===== src/afe_regs_pkg.sv =====
// package for the front-end configuration and fault register slice
package afe_regs_pkg;
  // ==========================================================
  // register indices (byte address is four times the index)
  localparam logic [7:0] REF_AMP_IDX = 8'h03; // reference and amp config
  localparam logic [7:0] FAULT_CTRL_IDX = 8'h04; // threshold control
  localparam logic [7:0] CHAN_FIRST_IDX = 8'h05; // channel one settings
  localparam logic [7:0] CHAN_LAST_IDX = 8'h0C; // channel eight settings
  localparam logic [7:0] POS_FAULT_IDX = 8'h12; // positive fault status
  localparam logic [7:0] IRQ_STATUS_IDX = 8'h20; // sticky fault events
  localparam logic [7:0] IRQ_MASK_IDX = 8'h21; // interrupt mask
  // ==========================================================
  // reset values
  localparam logic [7:0] REF_AMP_RST = 8'hE0;
  localparam logic [7:0] FAULT_CTRL_RST = 8'h00;
  localparam logic [7:0] CHAN_RST = 8'h10;
  localparam logic [7:0] POS_FAULT_RST = 8'h00;
  // ==========================================================
  // field positions and fixed bits
  localparam int REF_HIGH_BIT = 5;
  localparam int AMP_SRC_BIT = 3;
  localparam int AMP_EN_BIT = 2;
  localparam logic [7:0] REF_AMP_ONES = 8'hC0; // bits 7-6 read high
  localparam logic [7:0] REF_AMP_WMASK = 8'h2C; // only 5,3,2 store
  localparam logic [7:0] FAULT_CTRL_WMASK = 8'hE0;
  localparam logic [7:0] CHAN_WMASK = 8'hF7;
  localparam int NUM_CHANNELS = 8;
  localparam int APB_ADDR_W = 12;
  // gain and input codes
  typedef enum logic [2:0] {
    GAIN_1 = 3'h1, GAIN_2 = 3'h2, GAIN_4 = 3'h4, GAIN_8 = 3'h5, GAIN_12 = 3'h6
  } gain_code_t;
  typedef enum logic [2:0] {
    IN_NORMAL = 3'h0, IN_MID_SHORT = 3'h1, IN_SUPPLY = 3'h3,
    IN_TEMP = 3'h4, IN_TEST = 3'h5
  } input_sel_t;
  // ==========================================================
  // carriers
  typedef struct packed {
    logic channelPowerDown;
    logic [2:0] amplifierGainCode;
    logic [2:0] channelInputSelect;
  } chan_ctrl_t;
  typedef struct packed {
    logic referenceHighSelect;
    logic ampNoninvSource;
    logic ampPowerEnable;
    logic [2:0] comparatorThresholdCode;
  } analog_ctrl_t;
  typedef struct packed {
    logic [APB_ADDR_W-1:0] paddr;
    logic psel;
    logic penable;
    logic pwrite;
    logic [31:0] pwdata;
  } apb_req_t;
endpackage


===== src/afe_channel_fault_config_regs.sv =====
// apb register slice: reference, fault threshold, channel settings, fault status
//
// How it works
// RULE_01: reference select bit, resets set
// RULE_02: bit 3 picks amp noninverting source
// RULE_03: bit 2 enables op amp, reset clear
// RULE_04: bits 7-6 always read high
// RULE_05: bit 1 always reads zero
// RULE_06: bit 0 read-only, ignores writes
// RULE_07: other reserved bits read low
// RULE_08: threshold code picks high-side level
// RULE_09: same code picks mirrored low-side level
// RULE_10: fault control at 04h, resets zero
// RULE_11: eight channel registers at 05h-0Ch
// RULE_12: channel registers reset to 10h
// RULE_13: bit 7 powers channel down
// RULE_14: gain code field bits 6-4
// RULE_15: input select field bits 2-0
// RULE_16: status at 12h, read-only, resets zero
// RULE_17: flag follows comparator over threshold
//
// Local design decision: register access over APB.
`timescale 1ns/1ps
`default_nettype none
module afe_channel_fault_config_regs #(
  parameter int CHANNELS = 8
) (
  input wire logic clk,
  input wire logic sys_rst,
  input wire afe_regs_pkg::apb_req_t apbReq,
  output logic pready,
  output logic [31:0] prdata,
  output logic pslverr,
  input wire logic [CHANNELS-1:0] positiveInputOverThreshold,
  output afe_regs_pkg::analog_ctrl_t analogCtrl,
  output afe_regs_pkg::chan_ctrl_t [CHANNELS-1:0] chanCtrl,
  output logic faultIrq
);
  import afe_regs_pkg::*;

  // ==========================================================
  // bus decode
  wire logic setupPhase = apbReq.psel && !apbReq.penable;
  wire logic accessPhase = apbReq.psel && apbReq.penable;
  wire logic [APB_ADDR_W-3:0] wordIdx = apbReq.paddr[APB_ADDR_W-1:2];
  wire logic wrStrobe = accessPhase && apbReq.pwrite;
  wire logic [7:0] wrByte = apbReq.pwdata[7:0];
  wire logic hitRefAmp = (wordIdx == 10'(REF_AMP_IDX));
  wire logic hitFaultCtrl = (wordIdx == 10'(FAULT_CTRL_IDX)); // see RULE_10
  wire logic hitChan = (wordIdx >= 10'(CHAN_FIRST_IDX)) &&
                       (wordIdx <= 10'(CHAN_LAST_IDX)); // see RULE_11
  wire logic hitPosFault = (wordIdx == 10'(POS_FAULT_IDX)); // see RULE_16
  wire logic hitIrqStat = (wordIdx == 10'(IRQ_STATUS_IDX));
  wire logic hitIrqMask = (wordIdx == 10'(IRQ_MASK_IDX));
  wire logic hitAny = hitRefAmp || hitFaultCtrl || hitChan || hitPosFault ||
                      hitIrqStat || hitIrqMask;
  // channel one sits at the lowest offset
  wire logic [2:0] chanSel = 3'(wordIdx - 10'(CHAN_FIRST_IDX)); // see RULE_11

  // zero wait states: the slave answers in the first access cycle
  assign pready = accessPhase;
  assign pslverr = 1'b0;

  // ==========================================================
  // storage
  logic [7:0] refAmp_q; // only the writable bits ever change
  logic [7:0] faultCtrl_q;
  logic [7:0] chanSet_q [CHANNELS];
  logic [7:0] posFault_q;
  logic [7:0] irqStat_q;
  logic [7:0] irqMask_q;
  logic [7:0] posFaultPrev_q; // for rising-edge events
  logic [31:0] prdata_q;

  // reference/amp register: reserved bits are forced on read, not stored
  always_ff @(posedge clk or posedge sys_rst) begin
    if (sys_rst) begin
      refAmp_q <= REF_AMP_RST & REF_AMP_WMASK; // see RULE_01
    end else if (wrStrobe && hitRefAmp) begin
      refAmp_q <= wrByte & REF_AMP_WMASK; // see RULE_06
    end
  end

  // threshold control keeps only its code field
  always_ff @(posedge clk or posedge sys_rst) begin
    if (sys_rst) begin
      faultCtrl_q <= FAULT_CTRL_RST; // see RULE_10
    end else if (wrStrobe && hitFaultCtrl) begin
      faultCtrl_q <= wrByte & FAULT_CTRL_WMASK; // see RULE_07
    end
  end

  // channel settings, bit 3 never stored
  always_ff @(posedge clk or posedge sys_rst) begin
    if (sys_rst) begin
      for (int i = 0; i < CHANNELS; i++) begin
        chanSet_q[i] <= CHAN_RST; // see RULE_12
      end
    end else if (wrStrobe && hitChan) begin
      chanSet_q[chanSel] <= wrByte & CHAN_WMASK; // see RULE_07
    end
  end

  // ==========================================================
  // fault status: the comparator outputs already reflect the threshold chosen
  // by the code field, so the flag simply tracks them each cycle
  always_ff @(posedge clk or posedge sys_rst) begin
    if (sys_rst) begin
      posFault_q <= POS_FAULT_RST;
      posFaultPrev_q <= POS_FAULT_RST;
    end else begin
      posFault_q <= 8'(positiveInputOverThreshold); // see RULE_17
      posFaultPrev_q <= posFault_q;
    end
  end

  // ==========================================================
  // interrupts: new fault sets sticky bit, write one clears, set wins
  wire logic [7:0] faultRise = posFault_q & ~posFaultPrev_q;
  wire logic [7:0] irqClear = (wrStrobe && hitIrqStat) ? wrByte : 8'h00;
  always_ff @(posedge clk or posedge sys_rst) begin
    if (sys_rst) begin
      irqStat_q <= 8'h00;
      irqMask_q <= 8'h00;
    end else begin
      irqStat_q <= (irqStat_q & ~irqClear) | faultRise;
      if (wrStrobe && hitIrqMask) begin
        irqMask_q <= wrByte;
      end
    end
  end
  assign faultIrq = |(irqStat_q & irqMask_q);

  // ==========================================================
  // read mux
  wire logic [7:0] refAmpRead = (refAmp_q & REF_AMP_WMASK) | REF_AMP_ONES; // see RULE_04
  wire logic [7:0] rdByte =
    hitRefAmp ? refAmpRead : // bits 4,1,0 read zero, see RULE_05
    hitFaultCtrl ? faultCtrl_q :
    hitChan ? chanSet_q[chanSel] :
    hitPosFault ? posFault_q : // see RULE_16
    hitIrqStat ? irqStat_q :
    hitIrqMask ? irqMask_q : 8'h00;

  // read data registered in setup so it is valid through the access cycle
  always_ff @(posedge clk or posedge sys_rst) begin
    if (sys_rst) begin
      prdata_q <= 32'h0000_0000;
    end else if (setupPhase && !apbReq.pwrite) begin
      prdata_q <= hitAny ? {24'h00_0000, rdByte} : 32'h0000_0000;
    end
  end
  assign prdata = prdata_q;

  // ==========================================================
  // analog controls
  assign analogCtrl.referenceHighSelect = refAmp_q[REF_HIGH_BIT]; // see RULE_01
  assign analogCtrl.ampNoninvSource = refAmp_q[AMP_SRC_BIT]; // see RULE_02
  assign analogCtrl.ampPowerEnable = refAmp_q[AMP_EN_BIT]; // see RULE_03
  // one code drives both high-side and low-side levels
  assign analogCtrl.comparatorThresholdCode = faultCtrl_q[7:5]; // see RULE_08 RULE_09
  for (genvar c = 0; c < CHANNELS; c++) begin : gChan
    assign chanCtrl[c].channelPowerDown = chanSet_q[c][7]; // see RULE_13
    assign chanCtrl[c].amplifierGainCode = chanSet_q[c][6:4]; // see RULE_14
    assign chanCtrl[c].channelInputSelect = chanSet_q[c][2:0]; // see RULE_15
  end

  // ==========================================================
  // checks
  a_refamp_fixed_bits: assert property (@(posedge clk) disable iff (sys_rst)
    (refAmp_q & 8'hD3) == 8'h00) else $error("reserved ref bits stored"); // see RULE_06
  a_refamp_read_ones: assert property (@(posedge clk) disable iff (sys_rst)
    refAmpRead[7:6] == 2'b11 && refAmpRead[4] == 1'b0 && refAmpRead[1] == 1'b0)
    else $error("ref reserved read wrong"); // see RULE_04
  a_chan_bit3_low: assert property (@(posedge clk) disable iff (sys_rst)
    chanSet_q[0][3] == 1'b0 && chanSet_q[CHANNELS-1][3] == 1'b0)
    else $error("channel bit 3 set"); // see RULE_07
  a_fault_low_bits: assert property (@(posedge clk) disable iff (sys_rst)
    faultCtrl_q[4:0] == 5'h00) else $error("fault ctrl low bits set"); // see RULE_07
  a_chan_write_lands: assert property (@(posedge clk) disable iff (sys_rst)
    wrStrobe && hitChan |=> chanSet_q[$past(chanSel)] == ($past(wrByte) & CHAN_WMASK))
    else $error("channel write lost"); // see RULE_11
  a_status_follows: assert property (@(posedge clk) disable iff (sys_rst)
    ##1 posFault_q == $past(8'(positiveInputOverThreshold)))
    else $error("status not tracking comparators"); // see RULE_17
  a_status_readonly: assert property (@(posedge clk) disable iff (sys_rst)
    setupPhase && !apbReq.pwrite && hitPosFault |=> prdata[7:0] == $past(posFault_q))
    else $error("status read wrong"); // see RULE_16
  a_thresh_code: assert property (@(posedge clk) disable iff (sys_rst)
    wrStrobe && hitFaultCtrl |=> analogCtrl.comparatorThresholdCode == $past(wrByte[7:5]))
    else $error("threshold code not applied"); // see RULE_08
  a_irq_set_wins: assert property (@(posedge clk) disable iff (sys_rst)
    |faultRise |=> (irqStat_q & $past(faultRise)) == $past(faultRise))
    else $error("fault event lost");
endmodule
`default_nettype wire


===== config.mk =====
export PLATFORM = sky130hd
export DESIGN_NAME = afe_channel_fault_config_regs
export DESIGN_NICKNAME = d
export VERILOG_FILES = /design/src/afe_regs_pkg.sv /design/src/afe_channel_fault_config_regs.sv
export SDC_FILE = /design/constraint.sdc
export NUM_CORES = 1
export LEC_CHECK = 0
export BUFFER_PORTS_ARGS = -buffer_cell sky130_fd_sc_hd__buf_2
export CORE_MARGIN = 1
export CORE_UTILIZATION = 35
export DETAILED_ROUTE_END_ITERATION = 10
export MAX_ROUTING_LAYER = met4
export SYNTH_ARGS = -nofsm -noshare
export SYNTH_HDL_FRONTEND = slang
export SYNTH_SLANG_ARGS = --single-unit

===== constraint.sdc =====
create_clock -name clk -period 5.5 [get_ports clk]
set_input_delay 1.65 -clock clk [delete_from_list [all_inputs] [get_ports clk]]
set_output_delay 1.65 -clock clk [all_outputs]
set_load 0.01 [all_outputs]

=== After elaboration in Yosys (flattened, before gate mapping) ===
Index checks and enable logic that the tools add are counted.

* Output and inout bits: 97
* Word-level logic and storage cells: 65
* Memory bits (read-only): 0
* Memories kept: 0
* Memory bits (writable): 0
* Bits in latches: 0
* Register bits: 134
* Bits of input ports: 57

* Reductions and logical operators: 19
* Add/subtract/negate cells: 1
* Equality and inequality tests: 5
* Div/mod/pow operators: 0
* Shift-type cells: 0
* Bitwise logic cells: 7
* Multiplexer cells: 14
* Magnitude comparators: 4
* Multiply operators: 0

{| class="wikitable"
|+ Operators by type and width
! cell !! count
|-
| 8-bit two-way mux || 11
|-
| 64-bit bitwise mux || 1
|-
| 8-bit AND || 3
|-
| 8-bit binary-select mux with 3-bit select || 1
|-
| 8-bit demux with 3-bit select || 1
|-
| 10-bit by 6-bit equality test with 1-bit output, second input constant || 2
|-
| 8-bit inverter || 2
|-
| 1-bit logical AND || 11
|-
| 10-bit by 2-bit equality test with 1-bit output, second input constant || 1
|-
| 10-bit by 3-bit equality test with 1-bit output, second input constant || 1
|-
| 10-bit by 5-bit equality test with 1-bit output, second input constant || 1
|-
| 10-bit by 3-bit greater-or-equal comparator with 1-bit output, second input constant || 1
|-
| 10-bit by 4-bit <= comparator with 1-bit output, second input constant || 1
|-
| 8-bit OR || 1
|-
| 8-bit OR reduction || 1
|-
| 1-bit logical OR || 5
|-
| 4-bit greater-or-equal comparator, second input constant || 1
|-
| 4-bit by 1-bit < comparator with 1-bit output, second input constant || 1
|-
| 3-bit inverter with 4-bit output || 1
|-
| 3-bit subtractor, second input constant || 1
|-
| 1-bit logical NOT || 2
|}

=== Longest topological paths before layout ===
* Depth in word-level cells: 9
* Mapped depth: 10
* Depth with buffers taken out: 8

=== Worst setup path after synthesis ===
Ideal clock, no wire load.

* Path type: input port to flip-flop
* Start: input apbReq[37] in the netlist's numbering
* End: register chanSet_q (netlist bit chanCtrl[14])
* Arrival: 3507 ps
* Library setup time: 125 ps
* Path buffers: 2
* Setup slack: 1869 ps
* Data required time: 5375 ps
* Stages on the path: 8
* Cell sequence: buf_6 -> clkinv_1 -> ha_1 -> a211o_1 -> a21oi_4 -> buf_6 -> nand4_4 -> mux2_2

* Word-level cells in the longest chain between the ends: 7
* Elaborated cells on any way between the ends: 12
* Classes of those cells: add/sub (1); order compare (4); mux (3); bitwise (1); reduce/logical (3)

{| class="wikitable"
|+ Ends and longest elaborated chain
! element !! line !! RTL
|-
| start, declared || afe_channel_fault_config_regs.sv:30 || <nowiki>input wire afe_regs_pkg::apb_req_t apbReq,</nowiki>
|-
| 3-bit subtractor || afe_channel_fault_config_regs.sv:58 || <nowiki>wire logic [2:0] chanSel = 3'(wordIdx - 10'(CHAN_FIRST_IDX));</nowiki>
|-
| 3-bit inverter with 4-bit output (implied by the code) || afe_channel_fault_config_regs.sv:100 || <nowiki>chanSet_q[chanSel] <= wrByte & CHAN_WMASK;</nowiki>
|-
| 4-bit greater-or-equal comparator (implied by the code) / 4-bit by 1-bit < comparator with 1-bit output (equally long branches) || afe_channel_fault_config_regs.sv:100 ||
|-
| 1-bit logical AND (implied by the code) || afe_channel_fault_config_regs.sv:100 ||
|-
| 8-bit two-way mux (implied by the code) || afe_channel_fault_config_regs.sv:100 ||
|-
| 8-bit demux with 3-bit select || afe_channel_fault_config_regs.sv:100 ||
|-
| 64-bit bitwise mux || afe_channel_fault_config_regs.sv:100 ||
|-
| end signal, assigned by index || afe_channel_fault_config_regs.sv:100 ||
|-
| end, declared || afe_channel_fault_config_regs.sv:68 || <nowiki>logic [7:0] chanSet_q [CHANNELS];</nowiki>
|}

Parallel ways exist; a longest one is shown, timed or not.
A chain may end at the register's enable or synchronous reset.

=== Final worst setup path ===
* Start: input apbReq[37] in the netlist's numbering
* End: register chanSet_q (netlist bit chanCtrl[33])

Same word-level chain as after synthesis.

==> flow_summary.toml <==
[job]
cap_violations = 0

[grt]
grt_pass1_wl_um = 21300
grt_pass1_vias = 3711
grt_usage = 0.198
antenna_found_initial = 0
grt_max_degree = 81
overflow = 0

[placement]
placed_area_um2 = 5650
dp_cells = 695
gp_congestion = 0.800
dp_hpwl_um = 9600
io_buffers = 102

[layout]
area_growth_pct = 18.8
nFillCells = 1346
layout_common_cells = "buf_2, dfrtp_1, mux2_2, nand2_1, conb_1"
fin_area_um2 = 5980
final_common_cell = "buf_2"
nets = 588
antenna_cells = 0
drive_above_1_share = 0.428
final_util = 0.429
finalNonFillerCells = 710

[route]
wirelength_um = 13500
dr.first_iter.drc_count = 286
wl_per_cell_um = 19.0
ant_nets = 0
vias = 3719
vias_per_cell = 5.24
drtPass1Iterations = 4
drc = 0

[min_path]
hold_path_class = "reg2reg"

[power]
peakVddDrop_v = 0.000198
p_per_area_nw_per_um2 = 267
p_leak_nw = 3.11

[critical_path]
critPathLaunch = "apbReq[37]"
cpPeakStageDelay_ns = 0.47
worst-r2r-setup-slack_ns = 3.94
cp_num_buf_inv = 3
path_cells = "buf_2 -> clkinv_1 -> ha_1 -> a211o_1 -> a21oi_4 -> buf_4 -> nand4b_2 -> mux2_2"
cp_max_fo = 23
crit_slowest_cell = "buf_2"
rr_startpoint = "chanCtrl[46]"
worstSetupPathType = "in2reg"
startpoint_type = "primary input"
endpoint = "chanCtrl[33]"
cp_top_family = "buffers and inverters"
worstPathArrival_ns = 4.45
r2r_cells = 6
path_depth = 8
rr_endpoint = "prdata[5]"
cp.required_ns = 5.74
worstSetupEndpointType = "flop"

[floorplanning]
num_io_pins = 154
rows = 43
core_area_um2 = 13900
start_util = 0.361
die-height_um = 122
dieArea_um2 = 14900
dieWidth_um = 122

[clocking]
ctsLongestPathBuffers = 2
numCtsBuffers = 9
post-cts-setup-buffers = 0
clk_latency_ns = 0.35
htreeDepth = 3
cts-hold-fix-buffers = 0
cts.sinks = 102
cts-resized-gates = 0
clkTransAtPathRegs_ns = 0.07
cts-root-buf = "clkbuf_16"
cts_tree = "yes"

[synthesis]
ys_seq_elements = 102
ys.flop_type = "dfrtp_1"
synth.distinct_cells = 59
synth_warnings = 0
async_flop_share = 1.00
synth.avg_cell_area_um2 = 11.8
syn_area_um2 = 5040
synth_seq_area_share = 0.509
synth-edff-count = 0
postSynthCellCount = 427

[timing]
finalSetupViolCount = 0
worst_slew_pin_slew_ns = 0.981
worst_clock_skew_ns = 0.00611
rsz0062_at_grt = "no"
finalCriticalPeriod_ns = 4.21
fmax_mhz = 238
hold_ws_ns = 0.406
final_max_slew_viol_count = 0
totalNegativeSetupSlack_ns = 0
finalHoldViolCount = 0
period_share = 0.765
relSlewSlack = 0.346

[run_status]
status = "finished, final reports clean"
[cell usage after synthesis, types with 2 or more instances]
master | count | area share
dfrtp_1 | 93 | 0.46
mux2_2 | 71 | 0.16
nand2_1 | 44 | 0.033
buf_4 | 25 | 0.037
o21ai_0 | 22 | 0.022
a22oi_1 | 14 | 0.021
clkbuf_1 | 13 | 0.0097
inv_1 | 12 | 0.0089
a21oi_1 | 9 | 0.0089
dfstp_2 | 9 | 0.047
nand3_1 | 9 | 0.0089
nor2_1 | 8 | 0.0060
and3_1 | 6 | 0.0075
mux2i_1 | 6 | 0.012
ha_1 | 5 | 0.012
nand4_1 | 5 | 0.0062
a31oi_1 | 4 | 0.0050
mux4_2 | 4 | 0.018
nand4_2 | 4 | 0.0099
nor2b_1 | 4 | 0.0050
nor3_1 | 4 | 0.0040
o31ai_1 | 4 | 0.0060
buf_2 | 3 | 0.0030
clkbuf_2 | 3 | 0.0030
a2111oi_0 | 2 | 0.0035
a32oi_1 | 2 | 0.0035
and2_1 | 2 | 0.0025
and4_1 | 2 | 0.0035
buf_1 | 2 | 0.0015
buf_6 | 2 | 0.0045
nand4_4 | 2 | 0.0084
nand4b_2 | 2 | 0.0060
o221ai_1 | 2 | 0.0035
o22ai_1 | 2 | 0.0025
o2bb2ai_1 | 2 | 0.0035
[worst reg2reg max path, stage by stage (launching register included)]
cell	delay (ns)
dfrtp_1	0.41
mux4_2	0.46
nand2_1	0.08
nand2_1	0.08
o2bb2ai_1	0.13
mux2i_1	0.17
o21ai_0	0.09
[stage by stage]
stage	total power, mW	worst slack [ns]
2_1_floorplan	0.874	1.19
3_3_place_gp	0.910	0.988
3_5_place_dp	0.911	0.925
4_1_cts	1.62	1.29
5_1_grt	1.66	1.14
6_report	1.60	1.29
[worst min-delay path by stage]
stage	start	to	slack, ns	cells after the start
5_1_grt	posFault_q[3]	posFaultPrev_q[3]	0.43	0
3_5_place_dp	posFault_q[3]	posFaultPrev_q[3]	0.39	0
3_3_place_gp	posFault_q[3]	posFaultPrev_q[3]	0.40	0
2_1_floorplan	posFault_q[0]	posFaultPrev_q[0]	0.37	0
6_report	posFault_q[3]	posFaultPrev_q[3]	0.41	0
4_1_cts	posFault_q[3]	posFaultPrev_q[3]	0.41	0
[per-layer routing]
layer | track usage | part of all wire | wire (um)
met5 | - | 0 | 0
met4 | 0.0625 | 0.018 | 239
met3 | 0.0412 | 0.060 | 811
met2 | 0.303 | 0.48 | 6430
met1 | 0.261 | 0.44 | 5980
[power breakdown]
group / total (mW) / internal [mW] / switching, mW
clock network: 0.702 / 0.423 / 0.278
registers: 0.769 / 0.761 / 0.00776
logic: 0.129 / 0.0385 / 0.0903
total: 1.60 / 1.22 / 0.376
[cell type report]
cell class,count,area (um2),share of cell area
clock buffers,11,253,0.0423
clock inverters,4,77.6,0.0130
inverters,13,51.3,0.00858
multi-input cells,288,2230,0.372
flip-flops and latches,102,2560,0.429
well taps,180,225,0.0376
repair buffers,112,586,0.0979
[cells by family (layout without fill, tap and decap cells)]
kind of cell	count (synthesis)	in the layout	share of synthesized area
compound gates	73	73	0.0981
fa+ha+maj	5	5	0.0124
simple gates	102	102	0.119
mux	81	81	0.189
flops	102	102	0.509
xor+xnor	2	2	0.00348
other cells	1	25	0.000744
buf+inv	61	140	0.0686
[flip-flops by register name, indices dropped and copies added, names as in the netlist]
name	cells
chanCtrl	56
irqStat_q	8
faultCtrl_q	3
prdata	8
posFaultPrev_q	8
posFault_q	8
refAmp_q	3
irqMask_q	8
No activity file was read; power rests on OpenSTA's default activity.
